--- src/hdl/tbpwm_pkg.sv ---
/*
  Shared constants and helpers for the dual 10-bit PWM block: the register
  map, field positions, reset values, prescale encodings and the bus states.
  Assumes a 32-bit Avalon-MM register bus with byte addresses.
*/
package tbpwm_pkg;

  // Register byte offsets, one aligned word per register.
  localparam logic [7:0] TBPWM_CH5_CONTROL_OFS   = 8'h00;
  localparam logic [7:0] TBPWM_CH5_DUTY_HIGH_OFS = 8'h04;
  localparam logic [7:0] TBPWM_CH5_DUTY_LOW_OFS  = 8'h08;
  localparam logic [7:0] TBPWM_CH6_CONTROL_OFS   = 8'h0C;
  localparam logic [7:0] TBPWM_CH6_DUTY_HIGH_OFS = 8'h10;
  localparam logic [7:0] TBPWM_CH6_DUTY_LOW_OFS  = 8'h14;
  localparam logic [7:0] TBPWM_TIMER_CONTROL_OFS = 8'h18;
  localparam logic [7:0] TBPWM_PERIOD_OFS        = 8'h1C;
  localparam logic [7:0] TBPWM_TIMER_COUNT_OFS   = 8'h20;
  localparam logic [7:0] TBPWM_STATUS_OFS        = 8'h24;

  // Field positions in the channel control register.
  localparam int TBPWM_CTRL_EN_BIT  = 7;
  localparam int TBPWM_CTRL_OUT_BIT = 5;
  localparam int TBPWM_CTRL_POL_BIT = 4;

  // Field positions in the duty low register and the timer registers.
  localparam int TBPWM_DUTY_LOW_MSB  = 7;
  localparam int TBPWM_DUTY_LOW_LSB  = 6;
  localparam int TBPWM_TIMER_ON_BIT  = 2;
  localparam int TBPWM_PRESCALE_MSB  = 1;
  localparam int TBPWM_MATCH_BIT     = 0;

  // Reset values of the state that has one.
  localparam logic [7:0] TBPWM_CTRL_RESET   = 8'h00;
  localparam logic [7:0] TBPWM_PERIOD_RESET = 8'hFF;
  localparam logic [7:0] TBPWM_COUNT_RESET  = 8'h00;
  localparam logic [5:0] TBPWM_PRESC_RESET  = 6'h00;
  localparam logic [9:0] TBPWM_DUTY_RESET   = 10'h000;

  // Last prescaler count of one timer step for each ratio.
  localparam logic [5:0] TBPWM_LAST_PRE1  = 6'h03;
  localparam logic [5:0] TBPWM_LAST_PRE4  = 6'h0F;
  localparam logic [5:0] TBPWM_LAST_PRE16 = 6'h3F;

  // Prescale selection codes.
  typedef enum logic [1:0] {
    TBPWM_PRE1  = 2'b00,
    TBPWM_PRE4  = 2'b01,
    TBPWM_PRE16 = 2'b10
  } tbpwm_prescale_t;

  // Bus slave states.
  typedef enum logic [0:0] {
    TBPWM_BUS_IDLE = 1'b0,
    TBPWM_BUS_ACK  = 1'b1
  } tbpwm_bus_state_t;

  // Joins the high and low duty registers into the 10-bit duty value.
  function automatic logic [9:0] tbpwm_duty_join(input logic [7:0] high, input logic [1:0] low);
    tbpwm_duty_join = {high, low};
  endfunction

  // Formats a channel control register for reading.
  function automatic logic [7:0] tbpwm_ctrl_word(input logic en, input logic lvl,
                                                 input logic pol);
    logic [7:0] w;
    w = 8'h00;
    w[TBPWM_CTRL_EN_BIT]  = en;
    w[TBPWM_CTRL_OUT_BIT] = lvl;
    w[TBPWM_CTRL_POL_BIT] = pol;
    tbpwm_ctrl_word = w;
  endfunction

endpackage

--- src/hdl/tbpwm_channel.sv ---
/*
  One PWM channel: the buffered duty value, the compare against the shared
  10-bit time base and the polarity stage. Assumes the time base, period and
  load strobe come from the shared period timer on the same clock.
*/
`timescale 1ns/100ps
module tbpwm_channel (
  // Clock and reset
  input  wire logic       core_clk,
  input  wire logic       rst,
  // Settings from the register file
  input  wire logic       enable,
  input  wire logic       polarity,
  input  wire logic [9:0] duty_value,
  // Shared period timer
  input  wire logic       load_duty,
  input  wire logic [9:0] time_base,
  input  wire logic [7:0] period_register,
  // Channel output
  output logic            pwm_out
);

  logic [9:0]  duty_buf;
  logic [9:0]  next_duty_buf;
  logic        next_pwm_out;
  logic [10:0] span;
  logic        over_period;
  logic        active;

  // Next buffer and output level.
  always_comb begin
    next_duty_buf = duty_buf;
    if (load_duty) begin
      next_duty_buf = duty_value;
    end
    span        = {1'b0, period_register, 2'b00} + 11'h004;
    over_period = {1'b0, duty_buf} > span;
    active      = time_base < duty_buf;
    if (!enable) begin
      next_pwm_out = polarity;
    end else if (over_period) begin
      next_pwm_out = pwm_out;
    end else begin
      next_pwm_out = polarity ^ active;
    end
  end

  // Registers of the channel.
  always_ff @(posedge core_clk or posedge rst) begin
    if (rst) begin
      duty_buf <= tbpwm_pkg::TBPWM_DUTY_RESET;
      pwm_out  <= 1'b0;
    end else begin
      duty_buf <= next_duty_buf;
      pwm_out  <= next_pwm_out;
    end
  end

endmodule

--- src/hdl/tbpwm_top.sv ---
/*
  Two 10-bit PWM channels sharing one 8-bit period timer with a 1, 4 or 16
  prescaler, behind an Avalon-MM slave with waitrequest. Assumes a single
  50 MHz core clock and an asynchronous active-high reset from the system.
*/
// Design decisions made here: the placing of the registers and the Avalon-MM slave port.
// Operation
// - Duty high register holds duty bits nine to two, read and write.
// - Duty low bits seven and six hold duty bits one and zero.
// - Unused register bits ignore writes and read as zero.
// - Duty registers are not cleared by reset; contents start unknown.
// - Period register sets resolution; 0xFF gives ten bits.
// - Prescale 1, 4 or 16; period is 4 times period plus one, scaled.
// - New duty value takes effect when timer count equals period.
// - Time base is timer count plus two clock or prescaler bits.
// - Control has enable, read-only output level and polarity bits.
// - Duty wider than the period leaves the output unchanged.
`timescale 1ns/100ps
module tbpwm_top (
  // Clock and reset
  input  wire logic        core_clk,
  input  wire logic        rst,
  // Avalon-MM slave
  input  wire logic [7:0]  avs_address,
  input  wire logic        avs_read,
  input  wire logic        avs_write,
  input  wire logic [31:0] avs_writedata,
  input  wire logic [3:0]  avs_byteenable,
  output logic [31:0]      avs_readdata,
  output logic             avs_waitrequest,
  // PWM outputs
  output logic             pwm5_out,
  output logic             pwm6_out
);

  // Bus slave state.
  tbpwm_pkg::tbpwm_bus_state_t bus_state;
  tbpwm_pkg::tbpwm_bus_state_t next_bus_state;
  logic        next_waitrequest;
  logic [31:0] next_readdata;
  logic        wr_hit;
  logic [7:0]  wr_byte;

  // Channel control state.
  logic       ch5_enable;
  logic       ch5_polarity;
  logic       ch6_enable;
  logic       ch6_polarity;
  logic       next_ch5_enable;
  logic       next_ch5_polarity;
  logic       next_ch6_enable;
  logic       next_ch6_polarity;

  // Duty registers, kept through reset.
  logic [7:0] ch5_duty_high;
  logic [1:0] ch5_duty_low;
  logic [7:0] ch6_duty_high;
  logic [1:0] ch6_duty_low;
  logic [7:0] next_ch5_duty_high;
  logic [1:0] next_ch5_duty_low;
  logic [7:0] next_ch6_duty_high;
  logic [1:0] next_ch6_duty_low;

  // Period timer state.
  logic [7:0] period_register;
  logic [7:0] period_timer_count;
  logic [5:0] presc_count;
  logic       timer_on;
  logic       period_match_flag;
  tbpwm_pkg::tbpwm_prescale_t timer_prescale_select;
  logic [7:0] next_period_register;
  logic [7:0] next_period_timer_count;
  logic [5:0] next_presc_count;
  logic       next_timer_on;
  logic       next_period_match_flag;
  tbpwm_pkg::tbpwm_prescale_t next_timer_prescale_select;
  logic [5:0] presc_last;
  logic       timer_tick;
  logic       period_match;
  logic [1:0] phase_bits;
  logic [9:0] time_base;

  // Bus handshake: one wait cycle, then the access completes.
  always_comb begin
    next_bus_state   = bus_state;
    next_waitrequest = 1'b1;
    case (bus_state)
      tbpwm_pkg::TBPWM_BUS_IDLE: begin
        if (avs_read || avs_write) begin
          next_bus_state   = tbpwm_pkg::TBPWM_BUS_ACK;
          next_waitrequest = 1'b0;
        end
      end
      tbpwm_pkg::TBPWM_BUS_ACK: begin
        next_bus_state   = tbpwm_pkg::TBPWM_BUS_IDLE;
        next_waitrequest = 1'b1;
      end
      default: begin
        next_bus_state   = tbpwm_pkg::TBPWM_BUS_IDLE;
        next_waitrequest = 1'b1;
      end
    endcase
  end

  // A write takes effect only in the completing cycle on lane zero.
  assign wr_hit  = avs_write && !avs_waitrequest && avs_byteenable[0];
  assign wr_byte = avs_writedata[7:0];

  // Read data is staged during the wait cycle; unmapped reads give zero.
  always_comb begin
    next_readdata = 32'h0000_0000;
    if (avs_read && (bus_state == tbpwm_pkg::TBPWM_BUS_IDLE)) begin
      case (avs_address)
        tbpwm_pkg::TBPWM_CH5_CONTROL_OFS: begin
          next_readdata[7:0] = tbpwm_pkg::tbpwm_ctrl_word(ch5_enable, pwm5_out,
                                                          ch5_polarity);
        end
        tbpwm_pkg::TBPWM_CH5_DUTY_HIGH_OFS: begin
          next_readdata[7:0] = ch5_duty_high;
        end
        tbpwm_pkg::TBPWM_CH5_DUTY_LOW_OFS: begin
          next_readdata[7:0] = {ch5_duty_low, 6'h00};
        end
        tbpwm_pkg::TBPWM_CH6_CONTROL_OFS: begin
          next_readdata[7:0] = tbpwm_pkg::tbpwm_ctrl_word(ch6_enable, pwm6_out,
                                                          ch6_polarity);
        end
        tbpwm_pkg::TBPWM_CH6_DUTY_HIGH_OFS: begin
          next_readdata[7:0] = ch6_duty_high;
        end
        tbpwm_pkg::TBPWM_CH6_DUTY_LOW_OFS: begin
          next_readdata[7:0] = {ch6_duty_low, 6'h00};
        end
        tbpwm_pkg::TBPWM_TIMER_CONTROL_OFS: begin
          next_readdata[7:0] = {5'h00, timer_on, timer_prescale_select};
        end
        tbpwm_pkg::TBPWM_PERIOD_OFS: begin
          next_readdata[7:0] = period_register;
        end
        tbpwm_pkg::TBPWM_TIMER_COUNT_OFS: begin
          next_readdata[7:0] = period_timer_count;
        end
        tbpwm_pkg::TBPWM_STATUS_OFS: begin
          next_readdata[7:0] = {7'h00, period_match_flag};
        end
        default: begin
          next_readdata = 32'h0000_0000;
        end
      endcase
    end
  end

  // Bus registers.
  always_ff @(posedge core_clk or posedge rst) begin
    if (rst) begin
      bus_state       <= tbpwm_pkg::TBPWM_BUS_IDLE;
      avs_waitrequest <= 1'b1;
      avs_readdata    <= 32'h0000_0000;
    end else begin
      bus_state       <= next_bus_state;
      avs_waitrequest <= next_waitrequest;
      avs_readdata    <= next_readdata;
    end
  end

  // Channel control writes; the output level bit is read-only.
  always_comb begin
    next_ch5_enable   = ch5_enable;
    next_ch5_polarity = ch5_polarity;
    next_ch6_enable   = ch6_enable;
    next_ch6_polarity = ch6_polarity;
    if (wr_hit && (avs_address == tbpwm_pkg::TBPWM_CH5_CONTROL_OFS)) begin
      next_ch5_enable   = wr_byte[tbpwm_pkg::TBPWM_CTRL_EN_BIT];
      next_ch5_polarity = wr_byte[tbpwm_pkg::TBPWM_CTRL_POL_BIT];
    end
    if (wr_hit && (avs_address == tbpwm_pkg::TBPWM_CH6_CONTROL_OFS)) begin
      next_ch6_enable   = wr_byte[tbpwm_pkg::TBPWM_CTRL_EN_BIT];
      next_ch6_polarity = wr_byte[tbpwm_pkg::TBPWM_CTRL_POL_BIT];
    end
  end

  // Control registers clear on any reset.
  always_ff @(posedge core_clk or posedge rst) begin
    if (rst) begin
      ch5_enable   <= tbpwm_pkg::TBPWM_CTRL_RESET[tbpwm_pkg::TBPWM_CTRL_EN_BIT];
      ch5_polarity <= tbpwm_pkg::TBPWM_CTRL_RESET[tbpwm_pkg::TBPWM_CTRL_POL_BIT];
      ch6_enable   <= tbpwm_pkg::TBPWM_CTRL_RESET[tbpwm_pkg::TBPWM_CTRL_EN_BIT];
      ch6_polarity <= tbpwm_pkg::TBPWM_CTRL_RESET[tbpwm_pkg::TBPWM_CTRL_POL_BIT];
    end else begin
      ch5_enable   <= next_ch5_enable;
      ch5_polarity <= next_ch5_polarity;
      ch6_enable   <= next_ch6_enable;
      ch6_polarity <= next_ch6_polarity;
    end
  end

  // Duty writes; bits five to zero of the low register are dropped.
  always_comb begin
    next_ch5_duty_high = ch5_duty_high;
    next_ch5_duty_low  = ch5_duty_low;
    next_ch6_duty_high = ch6_duty_high;
    next_ch6_duty_low  = ch6_duty_low;
    if (wr_hit) begin
      case (avs_address)
        tbpwm_pkg::TBPWM_CH5_DUTY_HIGH_OFS: begin
          next_ch5_duty_high = wr_byte;
        end
        tbpwm_pkg::TBPWM_CH5_DUTY_LOW_OFS: begin
          next_ch5_duty_low = wr_byte[tbpwm_pkg::TBPWM_DUTY_LOW_MSB:
                                      tbpwm_pkg::TBPWM_DUTY_LOW_LSB];
        end
        tbpwm_pkg::TBPWM_CH6_DUTY_HIGH_OFS: begin
          next_ch6_duty_high = wr_byte;
        end
        tbpwm_pkg::TBPWM_CH6_DUTY_LOW_OFS: begin
          next_ch6_duty_low = wr_byte[tbpwm_pkg::TBPWM_DUTY_LOW_MSB:
                                      tbpwm_pkg::TBPWM_DUTY_LOW_LSB];
        end
        default: begin
          next_ch5_duty_high = ch5_duty_high;
        end
      endcase
    end
  end

  // Duty registers have no reset so they survive every reset.
  always_ff @(posedge core_clk) begin
    ch5_duty_high <= next_ch5_duty_high;
    ch5_duty_low  <= next_ch5_duty_low;
    ch6_duty_high <= next_ch6_duty_high;
    ch6_duty_low  <= next_ch6_duty_low;
  end

  // Prescaler end count and the two low time base bits per ratio.
  always_comb begin
    case (timer_prescale_select)
      tbpwm_pkg::TBPWM_PRE1: begin
        presc_last = tbpwm_pkg::TBPWM_LAST_PRE1;
        phase_bits = presc_count[1:0];
      end
      tbpwm_pkg::TBPWM_PRE4: begin
        presc_last = tbpwm_pkg::TBPWM_LAST_PRE4;
        phase_bits = presc_count[3:2];
      end
      default: begin
        presc_last = tbpwm_pkg::TBPWM_LAST_PRE16;
        phase_bits = presc_count[5:4];
      end
    endcase
  end

  // The timer steps once per prescaled cycle and wraps after the period.
  assign timer_tick   = timer_on && (presc_count >= presc_last);
  assign period_match = timer_tick && (period_timer_count == period_register);
  assign time_base    = {period_timer_count, phase_bits};

  // Next timer, period and flag values; a hardware set beats the clear.
  always_comb begin
    next_presc_count           = presc_count;
    next_period_timer_count    = period_timer_count;
    next_period_register       = period_register;
    next_timer_on              = timer_on;
    next_timer_prescale_select = timer_prescale_select;
    next_period_match_flag     = period_match_flag;
    if (!timer_on) begin
      next_presc_count = tbpwm_pkg::TBPWM_PRESC_RESET;
    end else if (timer_tick) begin
      next_presc_count = tbpwm_pkg::TBPWM_PRESC_RESET;
    end else begin
      next_presc_count = presc_count + 6'h01;
    end
    if (period_match) begin
      next_period_timer_count = tbpwm_pkg::TBPWM_COUNT_RESET;
    end else if (timer_tick) begin
      next_period_timer_count = period_timer_count + 8'h01;
    end
    if (wr_hit && (avs_address == tbpwm_pkg::TBPWM_TIMER_COUNT_OFS)) begin
      next_period_timer_count = wr_byte;
    end
    if (wr_hit && (avs_address == tbpwm_pkg::TBPWM_PERIOD_OFS)) begin
      next_period_register = wr_byte;
    end
    if (wr_hit && (avs_address == tbpwm_pkg::TBPWM_TIMER_CONTROL_OFS)) begin
      next_timer_on = wr_byte[tbpwm_pkg::TBPWM_TIMER_ON_BIT];
      case (wr_byte[tbpwm_pkg::TBPWM_PRESCALE_MSB:0])
        2'b00:   next_timer_prescale_select = tbpwm_pkg::TBPWM_PRE1;
        2'b01:   next_timer_prescale_select = tbpwm_pkg::TBPWM_PRE4;
        default: next_timer_prescale_select = tbpwm_pkg::TBPWM_PRE16;
      endcase
    end
    if (wr_hit && (avs_address == tbpwm_pkg::TBPWM_STATUS_OFS) &&
        wr_byte[tbpwm_pkg::TBPWM_MATCH_BIT]) begin
      next_period_match_flag = 1'b0;
    end
    if (period_match) begin
      next_period_match_flag = 1'b1;
    end
  end

  // Timer registers.
  always_ff @(posedge core_clk or posedge rst) begin
    if (rst) begin
      presc_count           <= tbpwm_pkg::TBPWM_PRESC_RESET;
      period_timer_count    <= tbpwm_pkg::TBPWM_COUNT_RESET;
      period_register       <= tbpwm_pkg::TBPWM_PERIOD_RESET;
      timer_on              <= 1'b0;
      timer_prescale_select <= tbpwm_pkg::TBPWM_PRE1;
      period_match_flag     <= 1'b0;
    end else begin
      presc_count           <= next_presc_count;
      period_timer_count    <= next_period_timer_count;
      period_register       <= next_period_register;
      timer_on              <= next_timer_on;
      timer_prescale_select <= next_timer_prescale_select;
      period_match_flag     <= next_period_match_flag;
    end
  end

  // Channel five.
  tbpwm_channel u_ch5 (
    .core_clk        (core_clk),
    .rst             (rst),
    .enable          (ch5_enable),
    .polarity        (ch5_polarity),
    .duty_value      (tbpwm_pkg::tbpwm_duty_join(ch5_duty_high, ch5_duty_low)),
    .load_duty       (period_match),
    .time_base       (time_base),
    .period_register (period_register),
    .pwm_out         (pwm5_out)
  );

  // Channel six.
  tbpwm_channel u_ch6 (
    .core_clk        (core_clk),
    .rst             (rst),
    .enable          (ch6_enable),
    .polarity        (ch6_polarity),
    .duty_value      (tbpwm_pkg::tbpwm_duty_join(ch6_duty_high, ch6_duty_low)),
    .load_duty       (period_match),
    .time_base       (time_base),
    .period_register (period_register),
    .pwm_out         (pwm6_out)
  );

endmodule

--- config.mk ---
export PLATFORM = sky130hd
export DESIGN_NAME = tbpwm_top
export DESIGN_NICKNAME = d
export VERILOG_FILES = /design/src/hdl/tbpwm_pkg.sv /design/src/hdl/tbpwm_channel.sv /design/src/hdl/tbpwm_top.sv
export SDC_FILE = /design/constraint.sdc
export NUM_CORES = 1
export LEC_CHECK = 0
export ABC_AREA = 1
export BUFFER_PORTS_ARGS = -buffer_cell sky130_fd_sc_hd__clkbuf_2
export CORE_UTILIZATION = 52
export DETAILED_ROUTE_END_ITERATION = 16
export HOLD_SLACK_MARGIN = 0.15
export PLACE_DENSITY = 0.82
export SYNTH_ARGS = -nofsm -noshare
export SYNTH_HDL_FRONTEND = slang
export SYNTH_SLANG_ARGS = --single-unit
--- constraint.sdc ---
create_clock -name core_clk -period 2 [get_ports core_clk]
set_input_delay 0.1 -clock core_clk [delete_from_list [all_inputs] [get_ports core_clk]]
set_output_delay 0.1 -clock core_clk [all_outputs]
set_load 0.005 [all_outputs]
==> results of run 1 <==
## registers in the layout (all words and copies together), names as in the netlist, 2 cells and up
register / count
presc_count: 6
ch6_duty_high: 8
period_register: 8
period_timer_count: 8
ch5_duty_high: 8
avs_readdata: 8
u_ch5.duty_buf: 10
u_ch6.duty_buf: 10
ch6_duty_low: 2
timer_prescale_select: 2
ch5_duty_low: 2
## cell usage after synthesis, types with 2 or more instances
cell,count,area [µm²]
xnor2_1,4,35.03
clkbuf_1,3,11.26
inv_2,2,7.510
nor3_1,16,80.08
nor2_2,3,18.77
o22ai_1,6,37.54
buf_2,6,30.03
dfstp_2,9,236.5
a21oi_1,12,60.06
inv_1,93,349.1
dfrtp_1,53,1326
edfxtp_1,20,600.6
buf_6,2,22.52
a31oi_1,4,25.02
nand4_1,6,37.54
o21a_1,2,15.01
o21ai_0,27,135.1
nor2_1,75,281.5
a21oi_2,9,78.83
nand2_1,157,589.3
buf_4,25,187.7
o221ai_1,3,26.28
nand3_1,53,265.3
xor2_1,16,140.1
nand2_2,3,18.77
ha_1,37,462.9
## worst max-delay path by stage
| stage | startpoint | end | slack, ns | depth (start not counted) |
|---|---|---|---|---|
| 6_report | period_register[1]$_DFFE_PP1P_ | u_ch5.pwm_out$_DFFE_PP0P_ | -0.17 | 16 |
| 5_1_grt | period_register[1]$_DFFE_PP1P_ | u_ch5.pwm_out$_DFFE_PP0P_ | -0.34 | 17 |
| 4_1_cts | period_register[0]$_DFFE_PP1P_ | u_ch5.pwm_out$_DFFE_PP0P_ | -0.14 | 16 |
| 3_5_place_dp | period_register[0]$_DFFE_PP1P_ | u_ch5.pwm_out$_DFFE_PP0P_ | -0.16 | 16 |
| 2_1_floorplan | period_register[0]$_DFFE_PP1P_ | u_ch5.pwm_out$_DFFE_PP0P_ | -0.04 | 16 |
| 3_3_place_gp | period_register[0]$_DFFE_PP1P_ | u_ch5.pwm_out$_DFFE_PP0P_ | -0.08 | 16 |
## metal layers
| metal | routed length [µm] | up-vias | GRT usage |
|---|---|---|---|
| met5 | 0 | - | 0 |
| met4 | 582 | 0 | 0.1473 |
| met3 | 872 | 60 | 0.05198 |
| met2 | 6391 | 249 | 0.4558 |
| met1 | 5876 | 2267 | 0.3749 |
| li1 | - | 2238 | - |
## cell families after synthesis
group,synth area share
AND/OR/NAND/NOR,0.2630
buffers and inverters,0.1172
flip-flops,0.4171
AO/OA/AOI/OAI,0.07672
adder cells (fa/ha/maj),0.08926
XOR/XNOR,0.03377
other,0.0007231
multiplexers,0.002171
## final cells by class
| cell class | count | area (µm²) |
|---|---|---|
| Clock buffer | 14 | 163.9 |
| Clock inverter | 2 | 60.06 |
| Fill cell | 794 | 3623 |
| Inverter | 95 | 359.1 |
| Multi-Input combinational cell | 468 | 2564 |
| Sequential cell | 82 | 2163 |
| Tap cell | 133 | 166.4 |
| Timing Repair Buffer | 85 | 629.4 |
## power by group
part / internal [mW] / switching, mW / total, mW
combinational: 0.667 / 0.957 / 1.62
clock: 0.783 / 0.602 / 1.38
sequential: 1.85 / 0.187 / 2.03
total: 3.30 / 1.75 / 5.04
## per-stage QoR
stage	total power, mW	std cells	setup slack [ns]	util
5_1_grt	5.359	879	-0.3375	0.6276
6_report	5.041	879	-0.1694	0.6276
3_3_place_gp	3.467	845	-0.07542	0.5826
2_1_floorplan	3.105	681	-0.03977	-
3_5_place_dp	3.560	845	-0.1573	0.5826
4_1_cts	4.946	874	-0.1359	0.6200
## worst register-to-register path, stage by stage, from the launching register on
cell     delay [ns]
dfstp_2        0.57
ha_4           0.14
nand2_2        0.05
inv_2          0.06
nand2_2        0.05
xor2_2         0.15
ha_1           0.31
nand2_2        0.07
inv_1          0.08
nand3_1        0.09
nor3_2         0.12
nand3_1        0.09
nand2_1        0.11
inv_2          0.05
nand2_1        0.06
nand3_1        0.06
nand2_1        0.05
## what timing repair did
item,in CTS,in global routing
hold buffers,11,0
endpoints found under the setup margin,2,16
buffers inserted,2,5
endpoints found under the hold margin,66,0
pin swaps,7,7
resized for setup,4,9
==> results.sh, run 1 <==
export IMPL_timing_rr_start="period_register[1]$_DFFE_PP1P_"
export IMPL_vias_per_cell=5.477
export IMPL_grt_antenna_before_repair=0
export IMPL_clockBufferDepth=2
export IMPL_final_area_um2=6106
export IMPL_hold_viol=0
export IMPL_outcome="finished with violations"
export IMPL_holdWs_ns=0.2310
export IMPL_holdPathStages=3
export IMPL_tritoncts="done"
export IMPL_violations="negative setup slack"
export IMPL_worst_clock_skew_ns=0.01175
export IMPL_worstSetupStartpointType="flop"
export IMPL_critPathMaxFanout=3
export IMPL_syn_inst=658
export IMPL_seq_area_frac_synth=0.4171
export IMPL_final_common_cell="nand2_1"
export IMPL_clk_pin_slew_ns=0.09
export IMPL_grt_max_degree=40
export IMPL_clock_sinks=82
export IMPL_htreeDepth=3
export IMPL_min_period_ns=2.169
export IMPL_core_um2=9729
export IMPL_max_freq_mhz=461.0
export IMPL_tns_ns=-0.3017
export IMPL_crit_required_ns=2.31
export IMPL_overflow=0
export IMPL_grt_pass1_wl_um=22190
export IMPL_fin_ws_ns=-0.1694
export IMPL_synth_warnings=0
export IMPL_netlist_area_um2=5186
export IMPL_die_area_um2=10380
export IMPL_yosys_cell_types_count=38
export IMPL_p_per_area_nw_per_um2=825.6
export IMPL_die_width_um=101.9
export IMPL_worstSetupPathType="reg -> reg"
export IMPL_grt_pass1_vias=4613
export IMPL_drtPass1Iterations=5
export IMPL_period_share=1.085
export IMPL_power_leakage_nw=3.019
export IMPL_start_util=0.5331
export IMPL_drc=0
export IMPL_hp_start="avs_address[3]"
export IMPL_path_delay_family="simple AND/OR/NAND/NOR gates"
export IMPL_setup_viol=2
export IMPL_tightestPinTransition_ns=0.5384
export IMPL_ys_flop_type="dfrtp_1"
export IMPL_hold_end="ch5_duty_low[0]$_DFFE_PP_"
export IMPL_drive_gt1_frac=0.1769
export IMPL_wire_per_inst_um=15.61
export IMPL_dr_first_iter_drc_count=460
export IMPL_critPathBufInv=3
export IMPL_drt_total_wl_um=13720
export IMPL_dp_hpwl_um=10590
export IMPL_ant_nets=0
export IMPL_worstHoldPathType="in -> reg"
export IMPL_vias=4814
export IMPL_io_buffers=31
export IMPL_routabilityCongestion=0.9814
export IMPL_layout_common_cells="154 x nand2_1, 90 x inv_1, 72 x nor2_1"
export IMPL_maxSlewHeadroom=0.6405
export IMPL_maxCapViolCount=0
export IMPL_critPathArrivalTime_ns=2.48
export IMPL_async_flop_share=0.7561
export IMPL_r2r_cells=16
export IMPL_rsz0062_at_grt="yes"
export IMPL_synth_edf_count=20
export IMPL_endpoint_kind="flop"
export IMPL_placed_area_um2=5668
export IMPL_clkLatencyLatePin_ns=0.36
export IMPL_die_h_um=101.9
export IMPL_peakVddDrop_mv=0.8495
export IMPL_nNetsFinal=826
export IMPL_diodes=0
export IMPL_syn_to_final_growth_pct=17.73
export IMPL_syn_avg_cell_area_um2=7.882
export IMPL_crit_slowest_cell="dfstp_2"
export IMPL_cpPeakStageDelay_ns=0.57
export IMPL_placementRows=36
export IMPL_cts_root_buffer="clkbuf_8"
export IMPL_path_cells="ha_4 > nand2_2 > inv_2 > nand2_2 > xor2_2 > ha_1 > nand2_2 > inv_1 > nand3_1 > nor3_2 > nand3_1 > nand2_1 > inv_2 > nand2_1 > nand3_1 > nand2_1"
export IMPL_boundaryPins=83
export IMPL_grt_usage=0.2858
export IMPL_drv_slew=0
export IMPL_cts_buffers=9
export IMPL_synth_seq_cells=82
export IMPL_worst_r2r_setup_slack_ns=-0.17
export IMPL_r2r_end="u_ch5.pwm_out$_DFFE_PP0P_"
No activity file was read; power rests on OpenSTA's default activity.
==> inputs of run 2 (changes only) <==
- ABC_AREA: 1 -> 0
- CORE_ASPECT_RATIO: not set -> 1.5
- CORE_UTILIZATION: 52 -> 51
- PLACE_DENSITY: 0.82 -> 0.81
- clock period: 2 -> 1.88 ns (I/O delays scaled with it)
==> run 2 against run 1 <==
Net effect:
- the run still ends with negative setup slack left
- largest power group unchanged
- critical path depth is 6 lower
- combinational power fell by 82%
- area after synthesis decreased by 4.0%
- maximum frequency is 15% lower
- non-clock buffer count grew 71
- clock power grew 29%
- first-iteration DRC count is 3.3% higher
- design area grew 14%
- worst setup slack worse by 0.49 ns
==> results.sh, run 2 <==
export IMPL_outcome="finished with violations"
export IMPL_violations="negative setup slack"
export IMPL_path_delay_family="adder cells"
export IMPL_ant_nets=0
export IMPL_vias_per_cell=6.345
export IMPL_synth_commonest_cells="53 x dfrtp_1, 49 x nand2_1, 37 x ha_1"
export IMPL_synth_xor_area_frac=0.03519
export IMPL_grt_pass1_wl_um=25500
export IMPL_fin_cells=754
export IMPL_vias=4784
export IMPL_final_common_cell="buf_4"
export IMPL_critPathArrivalTime_ns=2.77
export IMPL_cpPeakStageDelay_ns=0.60
export IMPL_start_util=0.5317
export IMPL_grt_usage=0.3528
export IMPL_crit_slowest_cell="dfstp_2"
export IMPL_fill_cells=544
export IMPL_synth_area_leader_cell="dfrtp_1"
export IMPL_synth_warnings=0
export IMPL_boundaryPins=83
export IMPL_max_freq_mhz=393.8
export IMPL_maxCapViolCount=0
export IMPL_period_share=1.351
export IMPL_yosys_area_share_adder=0.09502
export IMPL_die_h_um=123.0
export IMPL_final_area_um2=6957
export IMPL_worstSetupStartpointType="flop"
export IMPL_tritoncts="done"
export IMPL_grt_antenna_before_repair=0
export IMPL_worst_clock_skew_ns=0.005134
export IMPL_grt_max_degree=26
export IMPL_cts_buffers=9
export IMPL_clockBufferDepth=2
export IMPL_crit_top_cell="ha_4"
export IMPL_yosys_area_share_simple=0.1644
export IMPL_critPathMaxFanout=5
export IMPL_muxShareOfSynthArea=0.05078
export IMPL_core_um2=9361
export IMPL_yosys_cell_types_count=69
export IMPL_layout_common_cells="94 x buf_4, 53 x dfrtp_1, 33 x ha_1"
export IMPL_drt_total_wl_um=17500
export IMPL_synth_edf_count=20
export IMPL_power_leakage_nw=3.140
export IMPL_overflow=0
export IMPL_clkLatencyLatePin_ns=0.35
export IMPL_die_area_um2=10170
export IMPL_ff_latch_area_um2=2163
export IMPL_critPathBufInv=0
export IMPL_endpoint_kind="flop"
export IMPL_synth_most_common_cell="dfrtp_1"
export IMPL_worstSetupPathType="reg -> reg"
export IMPL_peakVddDrop_mv=0.5905
export IMPL_syn_to_final_growth_pct=39.77
export IMPL_placementRows=43
export IMPL_dp_cells=707
export IMPL_io_buffers=31
export IMPL_yosysTopAreaCellShare=0.2665
export IMPL_nNetsFinal=722
export IMPL_htreeDepth=3
export IMPL_seq_area_frac_synth=0.4346
export IMPL_multi_input_area_um2=2954
export IMPL_netlist_area_um2=4977
export IMPL_drc=0
export IMPL_clk_pin_slew_ns=0.06
export IMPL_die_width_um=82.66
export IMPL_clock_sinks=82
export IMPL_maxSlewHeadroom=0.5838
export IMPL_path_cells="ha_4 > nand3_4 > xor2_4 > ha_4 > and4_1 > nand4_1 > o211ai_1 > maj3_2 > a21oi_2 > mux2_4"
export IMPL_routabilityCongestion=0.9646
export IMPL_crit_required_ns=2.11
export IMPL_dp_hpwl_um=11110
export IMPL_drive_gt1_frac=0.3988
export IMPL_rsz0062_at_grt="yes"
export IMPL_drv_slew=0
export IMPL_wire_per_inst_um=23.21
export IMPL_fin_ws_ns=-0.6593
export IMPL_async_flop_share=0.7561
export IMPL_worstHoldPathType="in -> reg"
export IMPL_hold_viol=0
export IMPL_grt_pass1_vias=4803
export IMPL_setup_viol=37
export IMPL_syn_avg_cell_area_um2=10.16
export IMPL_finalPower_mw=3.921
export IMPL_cts_root_buffer="clkbuf_16"
export IMPL_synthTopCellsByArea="dfrtp_1 27%, edfxtp_1 12%, ha_1 9.3%, dfstp_2 4.8%, buf_4 4.1%"
export IMPL_dr_first_iter_drc_count=475
export IMPL_p_per_area_nw_per_um2=563.6
export IMPL_synth_compound_area_frac=0.1413
export IMPL_diodes=0
export IMPL_min_period_ns=2.539
export IMPL_ys_flop_type="dfrtp_1"
export IMPL_tns_ns=-13.90
export IMPL_synth_top_family_by_area="simple AND/OR/NAND/NOR gates"
export IMPL_tightestPinTransition_ns=0.6233
export IMPL_drtPass1Iterations=6
export IMPL_largestRegisters="u_ch5.duty_buf x10, u_ch6.duty_buf x10"
export IMPL_placed_area_um2=5868
export IMPL_syn_inst=490
export IMPL_synth_seq_cells=82
-- run 2: cell types whose count changed in the layout (fill, tap and decap cells not counted), moves of 18 or more --
cell	before	now
nor2_1	72	28
inv_1	90	25
o21ai_0	26	8
buf_4	39	94
o21ai_2	0	18
nand3_1	53	11
nand2_1	154	29
-- run 2: report_power, final --
part           switching, mW  leakage [nW]  internal (mW)
Clock                  0.751         0.141           1.02
Sequential            0.0140         0.965           1.84
Combinational          0.176          2.03          0.112
-- run 2: routing by layer --
| layer | wire, µm | up-vias | track usage |
|---|---|---|---|
| li1 | - | 2011 | - |
| met3 | 1364 | 128 | 0.05756 |
| met2 | 8687 | 334 | 0.5876 |
| met4 | 1784 | 0 | 0.2985 |
| met1 | 5661 | 2311 | 0.3796 |
| met5 | 0 | - | 0 |
-- run 2: repair_timing --
item	CTS	global route
setup buffers	14	5
hold buffers	11	0
endpoints found under the hold margin	68	0
gates resized for setup	60	53
endpoints found under the setup margin	30	36
pin swaps	37	26
cloned	4	0
-- run 2: cell families after synthesis --
family | Yosys count
flip-flops | 82
multiplexers | 23
buffers and inverters | 71
XOR/XNOR | 20
AND/OR/NAND/NOR | 148
AO/OA/AOI/OAI | 107
adder cells (fa/ha/maj) | 38
other | 1
-- run 2: final cells by class --
class	instances	share of cell area
tap	112	0.02014
inverter	28	0.01583
multi-input combinational	360	0.4246
clock buffer	9	0.03237
timing repair buffer	156	0.1863
sequential	82	0.3110
clock inverter	7	0.009712
-- run 2: worst min-delay path: stages --
cell	delay (ns)
clkbuf_2	0.11
nand3_2	0.11
o41ai_1	0.10
o21ai_2	0.06
-- run 2: worst paths after layout --
check	startpoint	end	slack [ns]	depth (start not counted)
setup / recovery	period_register[1]$_DFFE_PP1P_	u_ch6.pwm_out$_DFFE_PP0P_	-0.66	10
hold / removal	avs_address[5]	period_match_flag$_DFFE_PP0P_	0.16	4
setup reg to reg	period_register[1]$_DFFE_PP1P_	u_ch6.pwm_out$_DFFE_PP0P_	-0.66	10
hold reg to reg	bus_state$_DFF_PP0_	avs_waitrequest$_DFF_PP1_	0.49	1
max in group asynchronous	rst	avs_readdata[6]$_DFF_PP0_	0.86	4
min in group asynchronous	rst	avs_readdata[1]$_DFF_PP0_	0.36	3
-- run 2: through the flow --
stage	hold WS, ns	utilization	worst slack (ns)
finish	0.1649	0.7431	-0.6593
global route	0.1846	0.7431	-0.7651
CTS	0.1561	0.7171	-0.6582
detailed placement	0.1864	0.6268	-0.7361
global placement	0.1701	0.6268	-0.6219
floorplan	0.1863	-	-0.5840
==> inputs of run 3 (changes only) <==
- CORE_UTILIZATION: 51 -> 60
- PLACE_DENSITY: 0.81 -> 0.92
- clock period: 1.88 -> 3.2 ns (I/O delays scaled with it)
==> run 3 against run 2 <==
Net effect:
- clock power is 42% lower
- worst setup slack better by 0.93 ns
- critical path type unchanged
- utilization is 5.4 points lower
- the flow now finishes without violations
- via count is 12% lower
- final cell count is 15% lower
- total power is 42% lower
- die area is 15% lower
- sequential power is 41% lower
- clock-buffer cell count is 1 higher
- global-route usage is 1.6 points lower
- non-clock buffer count is 108 lower
==> results.sh, run 3 (synthesis gave the netlist of run 2 again) <==
export IMPL_maxCapViolCount=0
export IMPL_worstHoldPathType="in -> reg"
export IMPL_outcome="finished, final reports clean"
export IMPL_setup_viol=0
export IMPL_final_area_um2=5518
export IMPL_min_period_ns=2.931
export IMPL_core_um2=8008
export IMPL_overflow=0
export IMPL_fin_cells=639
export IMPL_worst_clock_skew_ns=0.005787
export IMPL_p_per_area_nw_per_um2=409.8
export IMPL_boundaryPins=83
export IMPL_dr_first_iter_drc_count=411
export IMPL_grt_pass1_vias=4230
export IMPL_holdWs_ns=0.1857
export IMPL_fill_cells=526
export IMPL_layout_common_cells="53 x dfrtp_1, 49 x nand2_1, 37 x ha_1"
export IMPL_clockBufferDepth=2
export IMPL_grt_usage=0.3369
export IMPL_r2r_cells=10
export IMPL_placementRows=40
export IMPL_tns_ns=0
export IMPL_grt_pass1_wl_um=21670
export IMPL_io_buffers=31
export IMPL_endpoint_kind="flop"
export IMPL_drt_total_wl_um=13710
export IMPL_hold_end="ch6_duty_high[7]$_DFFE_PP_"
export IMPL_holdPathStages=1
export IMPL_grt_antenna_before_repair=0
export IMPL_grt_max_degree=53
export IMPL_wire_per_inst_um=21.46
export IMPL_die_area_um2=8671
export IMPL_drtPass1Iterations=6
export IMPL_diodes=0
export IMPL_vias=4231
export IMPL_drive_gt1_frac=0.1573
export IMPL_hold_viol=0
export IMPL_maxSlewHeadroom=0.2421
export IMPL_die_width_um=76.37
export IMPL_dp_hpwl_um=9042
export IMPL_hold_buffers=10
export IMPL_cts_resized=0
export IMPL_start_util=0.6216
export IMPL_cts_buffers=9
export IMPL_cts_root_buffer="clkbuf_16"
export IMPL_hp_start="avs_writedata[7]"
export IMPL_tritoncts="done"
export IMPL_routabilityCongestion=0.9468
export IMPL_critPathMaxFanout=7
export IMPL_worst_r2r_setup_slack_ns=0.27
export IMPL_crit_required_ns=3.42
export IMPL_peakVddDrop_mv=0.5603
export IMPL_htreeDepth=3
export IMPL_clock_sinks=82
export IMPL_clkLatencyLatePin_ns=0.34
export IMPL_critPathArrivalTime_ns=3.15
export IMPL_cts_setup_buffers=0
export IMPL_max_freq_mhz=341.2
export IMPL_drv_slew=0
export IMPL_power_leakage_nw=2.353
export IMPL_vias_per_cell=6.621
export IMPL_clk_pin_slew_ns=0.06
export IMPL_nNetsFinal=614
export IMPL_placed_area_um2=5122
export IMPL_die_h_um=113.6
export IMPL_largestRegisters="u_ch5.duty_buf x10, u_ch6.duty_buf x10"
export IMPL_rsz0062_at_grt="no"
export IMPL_final_common_cell="dfrtp_1"
export IMPL_r2r_end="u_ch6.pwm_out$_DFFE_PP0P_"
export IMPL_worstSetupPathType="reg -> reg"
export IMPL_tightestPinTransition_ns=1.135
export IMPL_period_share=0.9159
export IMPL_dp_cells=613
export IMPL_syn_to_final_growth_pct=10.86
export IMPL_worstSetupStartpointType="flop"
export IMPL_ant_nets=0
export IMPL_fin_util=0.6891
export IMPL_timing_rr_start="period_register[1]$_DFFE_PP1P_"
export IMPL_drc=0
==> run 3: changes by cell type in the layout (fill, tap and decap cells not counted), moves of 4 or more <==
cell / previous run / this run
nand2_1: 29 / 49
o21ai_2: 18 / 0
buf_12: 8 / 0
mux2_4: 4 / 0
buf_4: 94 / 7
buf_6: 10 / 0
mux2_1: 13 / 17
ha_1: 33 / 37
o21ai_1: 4 / 22
nand2_2: 6 / 2
ha_4: 4 / 0
nand2_4: 15 / 0
==> run 3: layout make-up <==
type	instances	area [µm²]	share of cell area
clock buffer	10	239.0	0.04331
clock inverter	6	56.30	0.01020
inverter	28	105.1	0.01905
multi-input combinational	360	2515	0.4558
sequential	82	2163	0.3921
tap	105	131.4	0.02381
timing repair buffer	48	307.8	0.05578
==> run 3: worst max path at each step <==
stage / slack (ns) / startpoint / end
finish: 0.27 / period_register[1]$_DFFE_PP1P_ / u_ch6.pwm_out$_DFFE_PP0P_
detailed placement: 0.29 / period_register[1]$_DFFE_PP1P_ / u_ch6.pwm_out$_DFFE_PP0P_
CTS: 0.29 / period_register[1]$_DFFE_PP1P_ / u_ch6.pwm_out$_DFFE_PP0P_
global route: 0.12 / period_register[0]$_DFFE_PP1P_ / u_ch6.pwm_out$_DFFE_PP0P_
global placement: 0.34 / period_register[1]$_DFFE_PP1P_ / u_ch6.pwm_out$_DFFE_PP0P_
floorplan: 0.58 / period_register[0]$_DFFE_PP1P_ / u_ch6.pwm_out$_DFFE_PP0P_
==> run 3: critical path, stage by stage, from the launching register on <==
cell      delay, ns
dfstp_2        0.62
ha_1           0.26
nand3_1        0.11
xor2_1         0.19
ha_1           0.27
and4_1         0.20
nand4_1        0.12
o211ai_1       0.14
maj3_1         0.37
a21oi_1        0.17
mux2_1         0.35
==> run 3: per-stage QoR <==
stage	setup slack (ns)	total power [mW]
6_report	0.2691	2.261
3_5_place_dp	0.2941	1.229
4_1_cts	0.2897	2.249
3_3_place_gp	0.3410	1.225
2_1_floorplan	0.5775	1.206
5_1_grt	0.1155	2.307
==> run 3: where the power goes <==
group	total, mW	switching, mW	leakage, nW	internal [mW]
Sequential	1.10	0.0130	0.965	1.08
Combinational	0.133	0.0859	1.24	0.0467
Clock	1.03	0.414	0.146	0.618
Total	2.26	0.513	2.35	1.75
==> run 3: routing by layer <==
layer | part of all wire | vias to the layer above | track usage | routed length [µm]
met3 | 0.095 | 89 | 0.08400 | 1305
met2 | 0.50 | 366 | 0.5688 | 6857
met4 | 0.077 | 0 | 0.2526 | 1050
li1 | - | 1799 | - | -
met5 | 0 | - | 0 | 0
met1 | 0.33 | 1977 | 0.3650 | 4499
